--- src/unused_guard_note.sv ---
// intentionally empty companion file
`timescale 1ns/1ps
`default_nettype none
`default_nettype wire

--- src/include/msu_pkg.sv ---
// constants, field layouts and state codes shared by the serial channel logic
package msu_pkg;
    // ************************************************************
    // channel modes and word formats
    // ************************************************************
    localparam logic [1:0] MODE_CLOCKED = 2'h0;  // three-wire clocked link
    localparam logic [1:0] MODE_SELECTED = 2'h1; // four-wire slave with select
    localparam logic [1:0] MODE_ASYNC = 2'h2;    // start/stop framed link
    localparam logic [1:0] MODE_TWO_WIRE = 2'h3; // single-master two-wire bus
    localparam logic [1:0] LEN_7 = 2'h0;
    localparam logic [1:0] LEN_8 = 2'h1;
    localparam logic [1:0] LEN_9 = 2'h2;
    localparam logic [3:0] BITS_7 = 4'h7;
    localparam logic [3:0] BITS_8 = 4'h8;
    localparam logic [3:0] BITS_9 = 4'h9;
    localparam logic [1:0] PAR_NONE = 2'h0;
    localparam logic [1:0] PAR_EVEN = 2'h1;
    localparam logic [1:0] PAR_ODD = 2'h2;
    localparam int WORD_W = 9;
    // ************************************************************
    // sticky error flag positions and widths
    // ************************************************************
    localparam int FLAG_W = 4;
    localparam int FLAG_OVERRUN = 0;
    localparam int FLAG_PARITY = 1;
    localparam int FLAG_FRAMING = 2;
    localparam int FLAG_NO_ACK = 3;
    localparam int PRESC_W = 15;
    localparam int SEL_W = 4;
    localparam int DIV_W = 8;
    localparam int BUF_DEPTH = 2;
    localparam logic IDLE_MARK = 1'b1;
    // ************************************************************
    // bit engine states, gray along start-data-parity-stop
    // ************************************************************
    typedef enum logic [2:0] {
        ST_IDLE = 3'h0,
        ST_START = 3'h1,
        ST_DATA = 3'h3,
        ST_PARITY = 3'h2,
        ST_STOP = 3'h6,
        ST_ACK = 3'h7
    } link_state_t;
endpackage : msu_pkg

--- src/multi_mode_serial_unit.sv ---
// multi-mode serial unit: clocked, selected-slave, async and two-wire channels
`timescale 1ns/1ps
`default_nettype none

// ************************************************************
// two-entry style buffer with overwrite of the newest word when full
// ************************************************************
module word_buffer #(
    parameter int WIDTH = 9,
    parameter int DEPTH = 2
) (
    // clock and reset
    input wire logic mclk_in,
    input wire logic rst_b_in,
    // filling side
    input wire logic in_valid_in,
    output logic in_ready_out,
    input wire logic [WIDTH-1:0] in_data_in,
    input wire logic overwrite_in,
    // draining side
    output logic out_valid_out,
    input wire logic out_ready_in,
    output logic [WIDTH-1:0] out_data_out
);
    localparam int AW = $clog2(DEPTH);
    logic [WIDTH-1:0] mem [DEPTH];
    logic [AW:0] wp;
    logic [AW:0] rp;
    logic full;
    logic push;
    logic pop;

    assign full = (wp[AW] != rp[AW]) && (wp[AW-1:0] == rp[AW-1:0]);
    assign in_ready_out = ~full;
    assign out_valid_out = wp != rp;
    assign out_data_out = mem[rp[AW-1:0]];
    assign push = in_valid_in & ~full;
    assign pop = out_valid_out & out_ready_in;

    // pointers; a full push with overwrite replaces the newest entry in place
    always_ff @(posedge mclk_in or negedge rst_b_in) begin
        if (!rst_b_in) begin
            wp <= '0;
            rp <= '0;
        end else begin
            if (push) wp <= wp + 1'b1;
            if (pop) rp <= rp + 1'b1;
        end
    end

    // storage
    always_ff @(posedge mclk_in) begin
        if (push) mem[wp[AW-1:0]] <= in_data_in;
        else if (in_valid_in && overwrite_in) mem[AW'(wp[AW-1:0] - 1'b1)] <= in_data_in;
    end
endmodule : word_buffer

// What this block does
// - four units of up to four channels; each channel picks its mode.
// - three-wire mode: one clock, one send and one receive line, master clocks.
// - clocked words are seven or eight bits, either bit first.
// - master clock at most half system clock; slave clock at most mck/6.
// - clocked channels choose master or slave and clock/data phase.
// - bit period comes from a shared prescaler and a per-channel counter.
// - clocked mode gives done and buffer-empty events and overrun flag.
// - four-wire variant is slave only, gated by select, with level inversion.
// - async frames hold start, data, optional parity, stop at internal baud.
// - async full duplex pairs even channel sending with odd channel receiving.
// - async words are seven, eight or nine bits, bit order, line inversion.
// - async sender adds parity and stop; receiver checks both.
// - async receiver flags framing, parity, overrun and raises error event.
// - received line level is offered to a capture timer and external interrupt.
// - two-wire mode is single bus master sending and receiving only.
// - two-wire bytes are eight bits; address byte carries read/write in bit zero.
// - two-wire mode sends and checks acknowledge, flags missing one and overrun.
// - two-wire mode gives an end event after every byte.
// - no slave, arbitration loss or clock-stretch detection in two-wire mode.
module multi_mode_serial_unit #(
    parameter int CHANNELS = 4
) (
    // clock and reset
    input wire logic mclk_in,
    input wire logic rst_b_in,
    // per-channel configuration
    input wire logic [CHANNELS-1:0] enable_in,
    input wire logic [2*CHANNELS-1:0] mode_in,
    input wire logic [CHANNELS-1:0] master_in,
    input wire logic [2*CHANNELS-1:0] word_len_in,
    input wire logic [CHANNELS-1:0] msb_first_in,
    input wire logic [CHANNELS-1:0] clk_pol_in,
    input wire logic [CHANNELS-1:0] clk_phase_in,
    input wire logic [CHANNELS-1:0] invert_in,
    input wire logic [2*CHANNELS-1:0] parity_in,
    input wire logic [CHANNELS-1:0] two_wire_read_in,
    input wire logic [CHANNELS-1:0] ack_enable_in,
    input wire logic [msu_pkg::SEL_W*CHANNELS-1:0] presc_sel_in,
    input wire logic [msu_pkg::DIV_W*CHANNELS-1:0] divider_in,
    input wire logic [CHANNELS-1:0] sw_clk_level_in,
    input wire logic [CHANNELS-1:0] sw_data_level_in,
    input wire logic [msu_pkg::FLAG_W*CHANNELS-1:0] flag_clear_in,
    // words to send
    input wire logic [msu_pkg::WORD_W*CHANNELS-1:0] tx_data_in,
    input wire logic [CHANNELS-1:0] tx_valid_in,
    output logic [CHANNELS-1:0] tx_ready_out,
    // words received
    output logic [msu_pkg::WORD_W*CHANNELS-1:0] rx_data_out,
    output logic [CHANNELS-1:0] rx_valid_out,
    input wire logic [CHANNELS-1:0] rx_ready_in,
    // serial pins
    input wire logic [CHANNELS-1:0] sck_in,
    output logic [CHANNELS-1:0] sck_out,
    output logic [CHANNELS-1:0] sck_oe_out,
    input wire logic [CHANNELS-1:0] si_in,
    output logic [CHANNELS-1:0] so_out,
    output logic [CHANNELS-1:0] so_oe_out,
    input wire logic [CHANNELS-1:0] slave_select_input_b_in,
    // status and events
    output logic [msu_pkg::FLAG_W*CHANNELS-1:0] flags_out,
    output logic [CHANNELS-1:0] busy_out,
    output logic [CHANNELS-1:0] done_out,
    output logic [CHANNELS-1:0] buf_empty_out,
    output logic [CHANNELS-1:0] error_out,
    output logic [CHANNELS-1:0] rx_line_level_out
);
    // ************************************************************
    // shared prescaler
    // ************************************************************
    logic [msu_pkg::PRESC_W-1:0] presc;
    logic [msu_pkg::PRESC_W:0] pre_en;

    // free-running count; each tap yields a one-cycle enable at clk/2^k
    always_ff @(posedge mclk_in or negedge rst_b_in) begin
        if (!rst_b_in) presc <= '0;
        else presc <= presc + 1'b1;
    end

    assign pre_en[0] = 1'b1;
    genvar k;
    for (k = 1; k <= msu_pkg::PRESC_W; k++) begin : g_tap
        assign pre_en[k] = &presc[k-1:0];
    end

    // bit position of the n-th bit on the line
    function automatic logic [3:0] pos(input logic [3:0] n, input logic [3:0] nb,
                                       input logic msb);
        pos = msb ? (nb - 4'h1 - n) : n;
    endfunction

    // ************************************************************
    // channels (four units = four instances of this module)
    // ************************************************************
    genvar c;
    for (c = 0; c < CHANNELS; c++) begin : g_ch
        localparam bit RX_SIDE = (c % 2) == 1;
        localparam int W = msu_pkg::WORD_W;
        msu_pkg::link_state_t state;
        logic [1:0] md;
        logic uart, iic, css, slave, ss_act, inv_act, par_en, odd, rx_uart;
        logic pol_e, cpha_e, din, tick, mid, endb, last, take, run;
        logic [3:0] nb;
        logic [W-1:0] mask, wsel, tx_d, rx_d;
        logic tx_v, rx_rdy, tpar, rpar, push;
        logic half, txbit, sck_r, rxl_q, sck_q, fin, perr, ferr, nack, txv_q;
        logic [3:0] bitn;
        logic [W-1:0] txw, rxw;
        logic [msu_pkg::DIV_W-1:0] cnt, div;
        logic [msu_pkg::SEL_W-1:0] sel;
        logic [msu_pkg::FLAG_W-1:0] flags, fset, fclr;

        // mode decode
        assign md = mode_in[2*c +: 2];
        assign uart = md == msu_pkg::MODE_ASYNC;
        assign iic = md == msu_pkg::MODE_TWO_WIRE;
        assign css = md == msu_pkg::MODE_SELECTED;
        assign slave = css | ((md == msu_pkg::MODE_CLOCKED) & ~master_in[c]);
        assign ss_act = ~css | ~slave_select_input_b_in[c];
        assign inv_act = invert_in[c] & (uart | css);
        assign rx_uart = uart & RX_SIDE;
        assign par_en = uart & (parity_in[2*c +: 2] != msu_pkg::PAR_NONE);
        assign odd = parity_in[2*c +: 2] == msu_pkg::PAR_ODD;
        assign pol_e = iic ? 1'b0 : clk_pol_in[c];
        assign cpha_e = iic ? 1'b0 : clk_phase_in[c];
        assign sel = presc_sel_in[msu_pkg::SEL_W*c +: msu_pkg::SEL_W];
        assign div = divider_in[msu_pkg::DIV_W*c +: msu_pkg::DIV_W];
        assign din = si_in[c] ^ inv_act;

        // word length: two-wire fixed at eight, nine only for async
        always_comb begin
            nb = msu_pkg::BITS_8;
            if (!iic && word_len_in[2*c +: 2] == msu_pkg::LEN_7) nb = msu_pkg::BITS_7;
            if (uart && word_len_in[2*c +: 2] == msu_pkg::LEN_9) nb = msu_pkg::BITS_9;
        end
        assign mask = (nb == msu_pkg::BITS_9) ? 9'h1FF : (nb == msu_pkg::BITS_8) ? 9'h0FF : 9'h07F;
        assign last = bitn == (nb - 4'h1);
        assign tpar = (^(txw & mask)) ^ odd;
        assign rpar = (^(rxw & mask)) ^ odd;

        // per-channel counter on the selected tap; div 0 at tap 0 gives clk/2 bits
        assign run = enable_in[c] & ~slave & (state != msu_pkg::ST_IDLE);
        assign tick = run & pre_en[sel] & (cnt == '0);
        always_ff @(posedge mclk_in or negedge rst_b_in) begin
            if (!rst_b_in) cnt <= '0;
            else if (!run) cnt <= div;
            else if (pre_en[sel]) cnt <= (cnt == '0) ? div : cnt - 1'b1;
        end

        // edge history of the incoming clock and line; inputs are synchronous
        always_ff @(posedge mclk_in or negedge rst_b_in) begin
            if (!rst_b_in) begin
                sck_q <= 1'b0;
                rxl_q <= msu_pkg::IDLE_MARK;
                txv_q <= 1'b0;
            end else begin
                sck_q <= sck_in[c];
                rxl_q <= din;
                txv_q <= tx_v;
            end
        end

        // slave: sampling edge takes the first half, shifting edge the second
        always_comb begin
            mid = tick & ~half;
            endb = tick & half;
            if (slave) begin
                mid = ~half & (sck_in[c] != sck_q) & ((sck_in[c] == pol_e) == cpha_e);
                endb = half & (sck_in[c] != sck_q) & ((sck_in[c] == pol_e) != cpha_e);
            end
        end

        assign take = (state == msu_pkg::ST_IDLE) & enable_in[c] & ~rx_uart
            & (slave ? ss_act : tx_v);
        assign wsel = tx_v ? tx_d : '1;

        // bit engine, one frame per pass from idle back to idle
        always_ff @(posedge mclk_in or negedge rst_b_in) begin
            if (!rst_b_in) begin
                state <= msu_pkg::ST_IDLE;
                half <= 1'b0;
                bitn <= 4'h0;
                txw <= '0;
                rxw <= '0;
                txbit <= msu_pkg::IDLE_MARK;
                sck_r <= 1'b0;
                fin <= 1'b0;
                perr <= 1'b0;
                ferr <= 1'b0;
                nack <= 1'b0;
            end else begin
                fin <= 1'b0;
                perr <= 1'b0;
                ferr <= 1'b0;
                nack <= 1'b0;
                if (!enable_in[c] || !ss_act) begin
                    // a dropped select aborts the word mid-way
                    state <= msu_pkg::ST_IDLE;
                    half <= 1'b0;
                end else begin
                    case (state)
                        msu_pkg::ST_IDLE: begin
                            half <= 1'b0;
                            bitn <= 4'h0;
                            rxw <= '0;
                            sck_r <= iic ? sw_clk_level_in[c] : pol_e;
                            txbit <= iic ? sw_data_level_in[c] : msu_pkg::IDLE_MARK;
                            if (rx_uart && rxl_q && !din) begin
                                state <= msu_pkg::ST_START;
                            end else if (take) begin
                                txw <= wsel;
                                state <= uart ? msu_pkg::ST_START : msu_pkg::ST_DATA;
                                txbit <= uart ? 1'b0 : wsel[pos(4'h0, nb, msb_first_in[c])];
                                sck_r <= pol_e ^ cpha_e;
                            end
                        end
                        msu_pkg::ST_START: begin
                            if (mid) begin
                                half <= 1'b1;
                                if (rx_uart && din) state <= msu_pkg::ST_IDLE; // glitch, not a start
                            end else if (endb) begin
                                half <= 1'b0;
                                state <= msu_pkg::ST_DATA;
                                txbit <= txw[pos(4'h0, nb, msb_first_in[c])];
                            end
                        end
                        msu_pkg::ST_DATA: begin
                            if (mid) begin
                                half <= 1'b1;
                                rxw[pos(bitn, nb, msb_first_in[c])] <= din;
                                if (!uart) sck_r <= pol_e ^ ~cpha_e;
                                if (slave && last) begin
                                    fin <= 1'b1;
                                    state <= msu_pkg::ST_IDLE;
                                end
                            end else if (endb) begin
                                half <= 1'b0;
                                if (!uart) sck_r <= pol_e ^ cpha_e;
                                if (!last) begin
                                    bitn <= bitn + 4'h1;
                                    txbit <= txw[pos(bitn + 4'h1, nb, msb_first_in[c])];
                                end else if (iic) begin
                                    state <= msu_pkg::ST_ACK;
                                    txbit <= two_wire_read_in[c] ? ~ack_enable_in[c] : 1'b1;
                                end else if (uart) begin
                                    state <= par_en ? msu_pkg::ST_PARITY : msu_pkg::ST_STOP;
                                    txbit <= par_en ? tpar : msu_pkg::IDLE_MARK;
                                end else begin
                                    state <= msu_pkg::ST_IDLE;
                                    fin <= 1'b1;
                                    sck_r <= pol_e;
                                end
                            end
                        end
                        msu_pkg::ST_PARITY: begin
                            if (mid) begin
                                half <= 1'b1;
                                if (rx_uart) perr <= din ^ rpar;
                            end else if (endb) begin
                                half <= 1'b0;
                                state <= msu_pkg::ST_STOP;
                                txbit <= msu_pkg::IDLE_MARK;
                            end
                        end
                        msu_pkg::ST_STOP: begin
                            // receiver ends at mid-stop so the next start edge is not missed
                            if (mid) begin
                                half <= 1'b1;
                                if (rx_uart) begin
                                    ferr <= ~din;
                                    fin <= 1'b1;
                                    state <= msu_pkg::ST_IDLE;
                                end
                            end else if (endb) begin
                                half <= 1'b0;
                                fin <= 1'b1;
                                state <= msu_pkg::ST_IDLE;
                            end
                        end
                        msu_pkg::ST_ACK: begin
                            if (mid) begin
                                half <= 1'b1;
                                sck_r <= 1'b1;
                                nack <= ~two_wire_read_in[c] & din;
                            end else if (endb) begin
                                half <= 1'b0;
                                sck_r <= 1'b0;
                                txbit <= 1'b1;
                                fin <= 1'b1;
                                state <= msu_pkg::ST_IDLE;
                            end
                        end
                        default: state <= msu_pkg::ST_IDLE;
                    endcase
                end
            end
        end

        // buffers on both data paths; a full receive side is overwritten
        word_buffer #(.WIDTH(W), .DEPTH(msu_pkg::BUF_DEPTH)) u_tx (
            .mclk_in(mclk_in),
            .rst_b_in(rst_b_in),
            .in_valid_in(tx_valid_in[c]),
            .in_ready_out(tx_ready_out[c]),
            .in_data_in(tx_data_in[W*c +: W]),
            .overwrite_in(1'b0),
            .out_valid_out(tx_v),
            .out_ready_in(take),
            .out_data_out(tx_d)
        );
        assign push = fin & (rx_uart | (~uart & ~iic) | (iic & two_wire_read_in[c]));
        assign rx_d = rxw & mask;
        word_buffer #(.WIDTH(W), .DEPTH(msu_pkg::BUF_DEPTH)) u_rx (
            .mclk_in(mclk_in),
            .rst_b_in(rst_b_in),
            .in_valid_in(push),
            .in_ready_out(rx_rdy),
            .in_data_in(rx_d),
            .overwrite_in(1'b1),
            .out_valid_out(rx_valid_out[c]),
            .out_ready_in(rx_ready_in[c]),
            .out_data_out(rx_data_out[W*c +: W])
        );

        // sticky flags: a set in the clearing cycle wins
        always_comb begin
            fset = '0;
            fset[msu_pkg::FLAG_OVERRUN] = push & ~rx_rdy;
            fset[msu_pkg::FLAG_PARITY] = perr;
            fset[msu_pkg::FLAG_FRAMING] = ferr;
            fset[msu_pkg::FLAG_NO_ACK] = nack;
        end
        assign fclr = flag_clear_in[msu_pkg::FLAG_W*c +: msu_pkg::FLAG_W];
        always_ff @(posedge mclk_in or negedge rst_b_in) begin
            if (!rst_b_in) begin
                flags <= '0;
                done_out[c] <= 1'b0;
                buf_empty_out[c] <= 1'b0;
                error_out[c] <= 1'b0;
            end else begin
                flags <= (flags & ~fclr) | fset;
                done_out[c] <= fin;
                buf_empty_out[c] <= txv_q & ~tx_v & ~uart_rx_only(rx_uart);
                error_out[c] <= |fset;
            end
        end

        // pin drive; two-wire lines are open drain, driven only when low
        assign sck_out[c] = iic ? 1'b0 : sck_r;
        assign sck_oe_out[c] = enable_in[c] & ~slave & ~uart & (~iic | ~sck_r);
        assign so_out[c] = iic ? 1'b0 : (txbit ^ inv_act);
        assign so_oe_out[c] = enable_in[c] & ~rx_uart & (iic ? ~txbit : ss_act);
        assign flags_out[msu_pkg::FLAG_W*c +: msu_pkg::FLAG_W] = flags;
        assign busy_out[c] = state != msu_pkg::ST_IDLE;
        assign rx_line_level_out[c] = rxl_q;
    end

    // a receive-only channel has no send buffer to report on
    function automatic logic uart_rx_only(input logic rx_only);
        uart_rx_only = rx_only;
    endfunction : uart_rx_only
endmodule : multi_mode_serial_unit

`default_nettype wire

--- config.mk ---
export PLATFORM = sky130hd
export DESIGN_NAME = multi_mode_serial_unit
export DESIGN_NICKNAME = d
export VERILOG_FILES = /design/src/unused_guard_note.sv /design/src/include/msu_pkg.sv /design/src/multi_mode_serial_unit.sv
export SDC_FILE = /design/constraint.sdc
export NUM_CORES = 1
export LEC_CHECK = 0
export BUFFER_PORTS_ARGS = -buffer_cell sky130_fd_sc_hd__buf_2
export CAP_MARGIN = 30
export CORE_UTILIZATION = 28
export DETAILED_ROUTE_END_ITERATION = 16
export GPL_TIMING_DRIVEN = 0
export PLACE_DENSITY_LB_ADDON = 0.05
export SYNTH_ARGS = -nofsm -noshare
export SYNTH_HDL_FRONTEND = slang
export SYNTH_SLANG_ARGS = --single-unit
--- constraint.sdc ---
create_clock -name mclk_in -period 3.22 [get_ports mclk_in]
set_input_delay 0.483 -clock mclk_in [delete_from_list [all_inputs] [get_ports mclk_in]]
set_output_delay 0.483 -clock mclk_in [all_outputs]
set_load 0.05 [all_outputs]
**Word level (Yosys, flattened, before mapping)**

Memories as Yosys holds them, arrays and structs flattened.
Index checks and enable logic that the tools add are counted.

- Memories kept: 8
- Output and inout port bits: 96
- Register bits: 243
- Memory bits (writable): 144

- Bitwise operators: 252
- $add $sub $neg: 41
- Magnitude comparators: 20
- Multiplexer cells: 452
- Equal/unequal tests: 188
- Reductions and logical operators: 154

Memory list:

| name | depth | bits a word | rd ports | clocked after memory_dff | write ports | line | RTL |
|---|---|---|---|---|---|---|---|
| g_ch[0].u_rx.mem | 2 | 9 | 1 | 0 | 1 | multi_mode_serial_unit.sv:26 | `logic [WIDTH-1:0] mem [DEPTH];` |
| g_ch[0].u_tx.mem | 2 | 9 | 1 | 0 | 1 | multi_mode_serial_unit.sv:26 |  |
| g_ch[1].u_rx.mem | 2 | 9 | 1 | 0 | 1 | multi_mode_serial_unit.sv:26 |  |
| g_ch[1].u_tx.mem | 2 | 9 | 1 | 0 | 1 | multi_mode_serial_unit.sv:26 |  |
| g_ch[2].u_rx.mem | 2 | 9 | 1 | 0 | 1 | multi_mode_serial_unit.sv:26 |  |
| g_ch[2].u_tx.mem | 2 | 9 | 1 | 0 | 1 | multi_mode_serial_unit.sv:26 |  |
| +2 memories | n/a | n/a | n/a | n/a | n/a | n/a |  |

Operators with widths:

| cell | number |
|---|---|
| $mux 1 | 264 |
| $mux 3 | 68 |
| $mux 9 | 16 |
| $mux 4 | 32 |
| $mux 8 | 16 |
| $and 1x1->1 | 118 |
| $ne 4x4->1 const B | 22 |
| $lt 4x5->1 const B | 16 |
| $ne 3x3->1 const B | 26 |
| $and 9x9->9 | 8 |
| $pmux 9 s2 | 4 |
| $not 1->1 | 68 |
| $bmux 1 s4 | 16 |
| $ne 2x2->1 const B | 28 |
| $reduce_xor 9->1 | 6 |
| $reduce_and 10->1 | 5 |
| $reduce_and 5->1 | 9 |
| $reduce_and 9->1 | 5 |
| $bwmux 9 | 4 |
| $pmux 3 s6 | 2 |
| $reduce_bool 3->1 | 12 |
| $reduce_or 9->1 | 4 |
| $add 2x1->2 const B | 16 |
| $eq 2x2->1 const B | 16 |
| 54 further kinds | 326 |

**Logic depth before layout (Yosys ltp)**

Gate-level depths: netlist (run 1).

- Depth in word-level cells: 18
- Mapped depth: 16
- Gate-level depth less buffers: 15

**Modules after synthesis**

A second synthesis (run 1) with hierarchy kept.

- Cells, all modules: 2,324
- Area, all modules: 22,467.8 sq um

By module, submodules not included:

| module | cells each | instances | area each (sq um) |
|---|---|---|---|
| multi_mode_serial_unit | 1,855 | 1 | 15,217.1 |
| word_buffer (g_ch[1].u_rx ...) | 59 | 5 | 903.4 |
| word_buffer (g_ch[0].u_rx ...) | 57 | 2 | 908.4 |
| word_buffer (g_ch[3].u_tx) | 60 | 1 | 917.1 |

**Worst setup path after synthesis (run 1)**

Ideal clock, no wire load.

- Path kind: input to output
- Start: input mode_in[2]
- End: output sck_oe_out[1]
- Setup slack: -0.616 ns
- Arrival time: 3.353 ns
- Path buffers: 1
- Data required time: 2.737 ns
- Stages: 3
- Path through: ha_1 -> clkbuf_1 -> a2111oi_0

- Cells in the longest elaborated chain, start to end: 7
- Elaborated cells on any way between the ends: 13
- Classes of those cells: 3 x eq/ne; 9 x bitwise; 1 x reduce/logical

Ends and longest elaborated chain:

| item | line | RTL |
|---|---|---|
| start, declared | multi_mode_serial_unit.sv:86 | `input wire logic [2*CHANNELS-1:0] mode_in,` |
| $logic_not 2->1 | multi_mode_serial_unit.sv:175 | `assign slave = css \| ((md == msu_pkg::MODE_CLOCKED) & ~master_in[c]);` |
| $and 1x1->1 | multi_mode_serial_unit.sv:175 |  |
| $or 1x1->1 | multi_mode_serial_unit.sv:175 |  |
| $not 1->1 | multi_mode_serial_unit.sv:407 | `assign sck_oe_out[c] = enable_in[c] & ~slave & ~uart & (~iic \| ~sck_r);` |
| $and 1x1->1 (2 in a row) | multi_mode_serial_unit.sv:407 |  |
| $and 1x1->1 * | multi_mode_serial_unit.sv:407 |  |
| end, declared | multi_mode_serial_unit.sv:112 | `output logic [CHANNELS-1:0] sck_oe_out,` |

Every way passes the cells marked *; elsewhere a longest branch is shown, timed or not.

**Final worst setup path (run 1)**

- Start: register presc[1] (netlist bit)
- End: register g_ch[3].state[2]

- Cells in the longest elaborated chain, start to end: 11
- Elaborated cells on any way between the ends: 39
- Classes of those cells: 9 x eq/ne; 11 x mux; 4 x bitwise; 15 x reduce/logical

Ends and longest elaborated chain:

| item | line | RTL |
|---|---|---|
| start, declared | multi_mode_serial_unit.sv:128 | `logic [msu_pkg::PRESC_W-1:0] presc;` |
| start signal, assigned | multi_mode_serial_unit.sv:134 | `else presc <= presc + 1'b1;` |
| $reduce_and 15->1 (tied with other cells) | multi_mode_serial_unit.sv:140 | `assign pre_en[k] = &presc[k-1:0];` |
| $bmux 1 s4 * | multi_mode_serial_unit.sv:200 | `assign tick = run & pre_en[sel] & (cnt == '0);` |
| $mux 1 (implied by the code) * | multi_mode_serial_unit.sv:200 |  |
| $and 1x1->1 * (2 in a row) | multi_mode_serial_unit.sv:200 |  |
| $and 1x1->1 | multi_mode_serial_unit.sv:223 | `endb = tick & half;` |
| $mux 1 | multi_mode_serial_unit.sv:224 | `if (slave) begin` |
| $mux 3 | n/a |  |
| $mux 3, on equally long branches | n/a |  |
| $pmux 3 s6 | multi_mode_serial_unit.sv:258 | `case (state)` |
| $mux 3 | multi_mode_serial_unit.sv:253 | `if (!enable_in[c] \|\| !ss_act) begin` |
| end signal, assigned | multi_mode_serial_unit.sv:255 | `state <= msu_pkg::ST_IDLE;` |
| end signal, assigned | multi_mode_serial_unit.sv:266 | `state <= msu_pkg::ST_START;` |
| end signal, assigned | multi_mode_serial_unit.sv:269 | `state <= uart ? msu_pkg::ST_START : msu_pkg::ST_DATA;` |
| end, declared | multi_mode_serial_unit.sv:156 | `msu_pkg::link_state_t state;` |

Every way passes the cells marked *; elsewhere a longest branch is shown, timed or not. The select of a mux whose other input is x is not followed.
A chain may end at the register's enable or synchronous reset.

==> results.md, run 1 <==
* Dpl cell area at between 20000 and 30000 um^2
* Worst Skew at 0.0218 ns
* DP HPWL at 51600 um
* Gate power share at 0.400
* Sw frac at 0.386
* Cell Pwr Density at between 700 and 800 nW/um^2
* Final hold slack at 0.0747 ns
* Initial antenna violation count at 19
* Clock Path Buffers at 3
* CTS tree: yes
* Top cells by area, synth: dfrtp_1, edfxtp_1, xnor2_1
* Rel. slew slack at 0.398
* Area growth, synth to finish at 23.6%
* Crit-path slowest cell: dfrtp_1
* Via count at between 15000 and 20000
* Layout cells sized above 1 at 0.215
* Die area at about 81000 um^2
* Yosys warning total at 0
* Cells after synthesis at 2220
* CTS root buffer: clkbuf_16
* Seq/Total Area, Yosys at 0.466
* Seq pwr share at 0.323
* Clock transition at the registers of the reported paths at 0.06 ns
* Final Setup Violations at 1
* Core area at ~79000 um^2
* #FFs+latches synth at just under 400
* # nets final at ~2800
* HP Class: in2reg
* Critical Path Start Type: register
* WL/cell at 18.6 um
* Critical Path AT at about 3.7 ns
* Worst setup margin at -0.00971 ns
* Most common cell in the netlist: dfrtp_1
* H-Tree Depth at 2
* Drt initial violations at slightly above 1000
* Top-area cell type share of the netlist area at 0.263
* Peak Freq at a little over 300 MHz
* Most common cell on crit path: buf_4
* Fillers at just over 8000
* I/O pins at approximately 280
* Slowest stage delay, CP at approximately 0.40 ns
* Netlist cell types at just under 100
* Mean Syn Cell Area at between 10 and 15 um^2
* GRT overflow at 0
* Inst Count DP at roughly 3500
* Finished Core Util at 0.349
* NetSw at ~8.3 mW
* Critical path buffer and inverter count at 4
* CP top delay family: compound AO/OA/AOI/OAI gates
* Post-synth EDFFs at 144
* Post-route insts no fill at 3683
* Post-synthesis cell type with the largest combined area: dfrtp_1
* First-pass GRT wire length at between 100000 and 150000 um
* Max Slew Vio Count at 0
* Routed WL at around 68000 um
* Final Cell Area at between 20000 and 30000 um^2
* CTS buffer count at 50
* DR vias/cell at between 4 and 5
* CP endpoint kind: register
* RSZ-0062 raised after global routing: yes
* Starting density of the core at 0.283
* Post-route ant nets at 0
* Die height at 284 um
* Post-layout minimum cycle time at around 3.2 ns
* Worst endpoint required time at between 3 and 4 ns
* Leak at approximately 11 nW
* Vias in the first global route at approximately 18000
* Failing checks: setup timing
* Worst-Margin Slew at 0.900 ns
* Worst path cell trace: ha_4 > buf_8 > nand4_4 > buf_6 > o41ai_2 > o211ai_1 > buf_4 > a2111oi_4 > buf_4 > o21ai_2 > a211o_1 > o21bai_1 > mux2_4
* Pre-CTS setup slack at -0.877 ns
* Clock Latency Late Sink at roughly 0.6 ns
* Peak VDD IR at 0.000510 V
* Hold Violations, Final at 0
* Mapped Area at ~22000 um^2
* CP Class: reg2reg
* Number of remaining DRC errors at 0
* Max FO, Critical Path at 6
* GRT Overall Usage at 0.166
* I/O Buffers at roughly 270
* Sink Count at 387
* Final period util at 1.00
* Ys async rst share at 0.628
* Largest net degree at the start of global routing at 85
* Clock Power Share at 0.277
* Chip Width at about 280 um
* Max cap viols at 0
* First-pass DRT Iterations at 5
* Int Pwr at 13.2 mW
* Most used DFF post-synth: dfrtp_1
* Placer congestion estimate at approximately 0.86
* Status: complete, but fails checks
* # rows at 103
* Most common library cells after synthesis: dfrtp_1, nor2_1, nand2_1
* Post-Syn Nets at about 2500
==> cell usage in the layout (no fill, tap or decap), drive strengths merged, types with 9 or more instances in the layout <==
cell / Yosys / layout
buf: 23 / 332
dfrtp: 235 / 235
nor2: 178 / 178
nand2: 174 / 174
o21ai: 164 / 164
clkbuf: 84 / 151
edfxtp: 144 / 144
a21oi: 116 / 116
xnor2: 113 / 113
inv: 110 / 113
mux2i: 86 / 86
a31oi: 59 / 59
nor3: 55 / 55
ha: 55 / 55
nand3: 55 / 55
mux2: 49 / 49
nor2b: 47 / 47
xor2: 36 / 36
and3: 29 / 29
nand2b: 26 / 26
a21o: 23 / 23
o22ai: 21 / 21
nand4: 21 / 21
and2: 18 / 18
or3: 18 / 18
a211oi: 18 / 18
o211ai: 17 / 17
o31ai: 17 / 17
o22a: 12 / 12
nand3b: 11 / 11
a211o: 10 / 10
nand4b: 10 / 10
nor4: 10 / 10
o21a: 10 / 10
a21boi: 10 / 10
nor3b: 9 / 9
bufinv: 0 / 9
dlygate4sd3: 0 / 9
==> cell type report <==
cell class	count	area [um^2]	share of cell area
buffer	107	507	0.0184
inverter	111	429	0.0156
multi-input combinational	1615	11400	0.414
clock buffer	69	1370	0.0498
tap	1050	1310	0.0476
clock inverter	24	363	0.0132
timing repair buffer	316	1760	0.0639
antenna	4	10.0	0.000363
sequential	387	10400	0.378
==> kinds of logic (layout without fill, tap and decap cells) <==
logic type	count (synthesis)	in the layout	synth area share
DFF	387	387	0.466
and+or+nand+nor	684	684	0.153
adders and majority gates	63	63	0.0380
other	0	4	0
muxes	142	142	0.0703
xor gates and xnor gates	153	153	0.0625
AOI/OAI and AO/OA	573	573	0.171
buffers and inverters	218	627	0.0391
==> final timing paths <==
check | slack (ns) | from | cells past startpoint | to
worst min-delay path | 0.07 | flag_clear_in[8] | 2 | g_ch[2].flags[0]$_DFF_PN0_
min in group asynchronous | 0.46 | rst_b_in | 2 | g_ch[2].rxw[2]$_DFFE_PN0P_
max in group asynchronous | 1.36 | rst_b_in | 4 | g_ch[3].txbit$_DFFE_PN1P_
worst min register to register | 0.37 | g_ch[3].fin$_DFF_PN0_ | 0 | done_out[3]$_DFF_PN0_
worst max register to register | -0.01 | presc[1]$_DFF_PN0_ | 13 | g_ch[3].state[2]$_DFFE_PN0P_
worst max-delay path | -0.01 | presc[1]$_DFF_PN0_ | 13 | g_ch[3].state[2]$_DFFE_PN0P_
==> sequential cells by signal (all words and copies together), names as in the netlist, 4 cells and up <==
| signal | count |
|---|---|
| buf_empty_out | 4 |
| done_out | 4 |
| error_out | 4 |
| g_ch.bitn | 16 |
| g_ch.cnt | 32 |
| g_ch.fin | 4 |
| g_ch.flags | 16 |
| g_ch.half | 4 |
| g_ch.nack | 4 |
| g_ch.rxl_q | 4 |
| g_ch.rxw | 36 |
| g_ch.sck_q | 4 |
| g_ch.sck_r | 4 |
| g_ch.state | 12 |
| g_ch.txbit | 4 |
| g_ch.txv_q | 4 |
| g_ch.txw | 36 |
| g_ch.u_rx.mem | 72 |
| g_ch.u_rx.rp | 8 |
| g_ch.u_rx.wp | 8 |
| g_ch.u_tx.mem | 72 |
| g_ch.u_tx.rp | 8 |
| g_ch.u_tx.wp | 8 |
| presc | 15 |
==> metrics by stage <==
| stage | TNS (ns) | total power [mW] |
|---|---|---|
| 2_1_floorplan | -0.0523 | 13.4 |
| 3_3_place_gp | -906.07 | 15.6 |
| 3_5_place_dp | -47.11 | 15.6 |
| 4_1_cts | -0.00304 | 21.8 |
| 5_1_grt | -1.05 | 22.9 |
| 6_report | -0.00971 | 21.5 |
==> layer usage <==
metal	vias to the layer above	wire [um]	track usage
met2	410	32000	0.270
met5	-	145	0
met1	8868	30700	0.219
met4	22	1560	0.0444
li1	8838	-	-
met3	120	4020	0.0400
==> worst register-to-register path, delay by kind of cell (launching register included) <==
family	cells	cell delay [ns]
AO/OA/AOI/OAI	6	1.45
buffers and inverters	4	0.68
flip-flops	1	0.40
multiplexers	1	0.25
adder cells (fa/ha/maj)	1	0.17
AND/OR/NAND/NOR	1	0.15
==> power groups by stage <==
stage	combinational [mW]	sequential (mW)	clock, mW
final	8.61	6.94	5.96
after global routing	9.44	7.08	6.37
after CTS	8.66	6.94	6.20
after detailed placement	8.56	7.03	0
after global placement	8.55	7.03	0
after floorplan	6.51	6.85	0
==> what timing repair did <==
item	CTS	global route
setup endpoints to repair	119	76
buffers inserted	18	13
gates resized for setup	38	58
hold buffers	9	0
hold endpoints to repair	88	0
pin swaps	10	21
No activity file was read; power rests on OpenSTA's default activity.
==> run 2, diff against run 1 <==
Settings changed: CELL_PAD_IN_SITES_DETAIL_PLACEMENT set to 1, CELL_PAD_IN_SITES_GLOBAL_PLACEMENT set to 1.
==> results.md, run 2 (synthesis gave the netlist of run 1 again) <==
* HP Class: in2reg
* Placer congestion estimate at 0.803
* Vias in the first global route at a little under 20000
* Max cap viols at 0
* Peak VDD IR at approximately 0.00050 V
* Dpl cell area at approximately 25000 um^2
* WL/cell at 19.5 um
* Cell Pwr Density at between 700 and 800 nW/um^2
* Hold Violations, Final at 0
* Met1 wire length at 32900 um
* Gate power share at 0.411
* Most common cell after layout, fill and taps aside: buf_2
* Routed WL at 71500 um
* Post-route insts no fill at 3671
* Worst-Margin Slew at between 0.9 and 1 ns
* Hold Path Origin: flag_clear_in[2]
* First-pass DRT Iterations at 5
* CTS root buffer: clkbuf_16
* Max FO, Critical Path at 7
* Commonest cells after routing, fill and taps aside: buf_2, dfrtp_1, nor2_1, nand2_1, edfxtp_1
* PnR Total Power at 21.3 mW
* Core area at just under 80000 um^2
* Final hold slack at approximately 0.053 ns
* Fillers at roughly 9000
* I/O Buffers at between 200 and 300
* CTS tree: yes
* Worst path cell trace: ha_4 > buf_6 > nand4_4 > nor2_4 > ha_4 > nand2_2 > nand3b_1 > o211ai_1 > a2111oi_4 > buf_4 > o21ai_2 > a211o_1 > buf_4 > a211o_1
* CP endpoint kind: register
* I/O pins at 282
* Crit-path slowest cell: a2111oi_4
* Highest metal used: met5
* GRT overflow at 0
* Starting density of the core at 0.283
* Finished Core Util at 0.348
* Int Pwr at between 10 and 15 mW
* CP Launch Point: presc[1]$_DFF_PN0_
* Largest net degree at the start of global routing at 99
* Clock Path Buffers at 3
* CTS buffer count at 48
* Final Cell Area at around 27000 um^2
* Via count at 18200
* GRT Overall Usage at 0.176
* Inst Count DP at 3546
* Worst Skew at roughly 0.022 ns
* Routed length on met2 at about 34000 um
* Initial antenna violation count at 15
* Worst reg2reg endpoint: g_ch[3].state[1]$_DFFE_PN0P_
* Leak at about 11 nW
* Reg-to-reg slack, setup at roughly 0.054 ns
* Sw frac at 0.395
* Layout cells sized above 1 at 0.219
* Routed wl met3 at just over 3000 um
* Rel. slew slack at 0.330
* Area growth, synth to finish at 23.0%
* Post-route ant nets at 0
* R2r worst-path depth at 14
* Peak Freq at 316 MHz
* R2R Path Start: presc[1]$_DFF_PN0_
* Final period util at 0.983
* Critical Path Stages at 14
* Max Slew Vio Count at 0
* Multi-input logic area at approximately 11000 um^2
* Pre-CTS setup slack at -0.878 ns
* Die height at roughly 280 um
* Number of remaining DRC errors at 0
* First-pass GRT wire length at 114000 um
* Hold path depth at 2
* Worst setup margin at about 0.054 ns
* # rows at just over 100
* Slowest stage delay, CP at 0.48 ns
* Critical Path Start Type: register
* Post-layout minimum cycle time at between 3 and 4 ns
* Die area at 80900 um^2
* # nets final at about 2800
* Critical path buffer and inverter count at 3
* Critical Path AT at 3.63 ns
* Sequential Area at between 10000 and 15000 um^2
* Final Setup Violations at 0
* Clock Latency Late Sink at 0.58 ns
* Drt initial violations at between 600 and 700
* DP HPWL at 54600 um
* Final setup TNS at 0 ns
* CP Class: reg2reg
* RSZ-0062 raised after global routing: yes
* DR vias/cell at 4.97
* Worst endpoint required time at 3.69 ns
* Worst Hold End: g_ch[0].flags[2]$_DFF_PN0_
* CP top delay family: compound AO/OA/AOI/OAI gates
* Chip Width at roughly 280 um
* Sink Count at just under 400
* Clock Power Share at 0.262
* Seq pwr share at 0.327
* H-Tree Depth at 2
* Status: finished clean
* NetSw at around 8.4 mW
* Clock transition at the registers of the reported paths at 0.06 ns
run 2: cell count changes in the layout (fill, tap and decap cells not counted), sizes merged, moves of 3 or more:
cell         before  now
clkinv            8   13
clkbuf          151  146
clkinvlp          5    2
bufinv            9    6
dlygate4sd3       9    4
buf             332  329
run 2: timing repair:
action / CTS / global route
hold buffers: 4 / 0
endpoints found under the setup margin: 123 / 79
buffers inserted: 14 / 15
endpoints found under the hold margin: 63 / 0
gates resized for setup: 43 / 70
pin swaps: 12 / 24
run 2: power groups by stage:
stage	combinational, mW	clock [mW]	sequential [mW]
3_3_place_gp	8.59	0	7.01
2_1_floorplan	6.51	0	6.85
5_1_grt	9.60	5.99	7.09
4_1_cts	8.77	5.81	6.96
3_5_place_dp	8.66	0	7.04
6_report	8.74	5.59	6.95
run 2: worst max path at each step:
stage	slack [ns]	endpoint
2_1_floorplan	-0.05	g_ch[0].txbit$_DFFE_PN1P_
6_report	0.05	g_ch[3].state[1]$_DFFE_PN0P_
4_1_cts	0.009	g_ch[3].state[2]$_DFFE_PN0P_
5_1_grt	-0.12	g_ch[3].state[2]$_DFFE_PN0P_
3_5_place_dp	-0.88	g_ch[3].state[2]$_DFFE_PN0P_
3_3_place_gp	-3.66	g_ch[0].txw[2]$_DFFE_PN0P_
run 2: layer usage:
| metal | up-vias | GRT usage |
|---|---|---|
| met5 | - | 0 |
| met4 | 12 | 0.0438 |
| met3 | 105 | 0.0326 |
| met2 | 288 | 0.294 |
| met1 | 9038 | 0.234 |
| li1 | 8789 | - |
run 2: final cells by class:
class / count / area share
sequential: 387 / 0.379
clock inverter: 25 / 0.0110
tap: 1050 / 0.0478
inverter: 111 / 0.0156
multi-input combinational: 1615 / 0.418
antenna: 4 / 0.000364
clock buffer: 64 / 0.0478
timing repair buffer: 309 / 0.0618
buffer: 106 / 0.0183
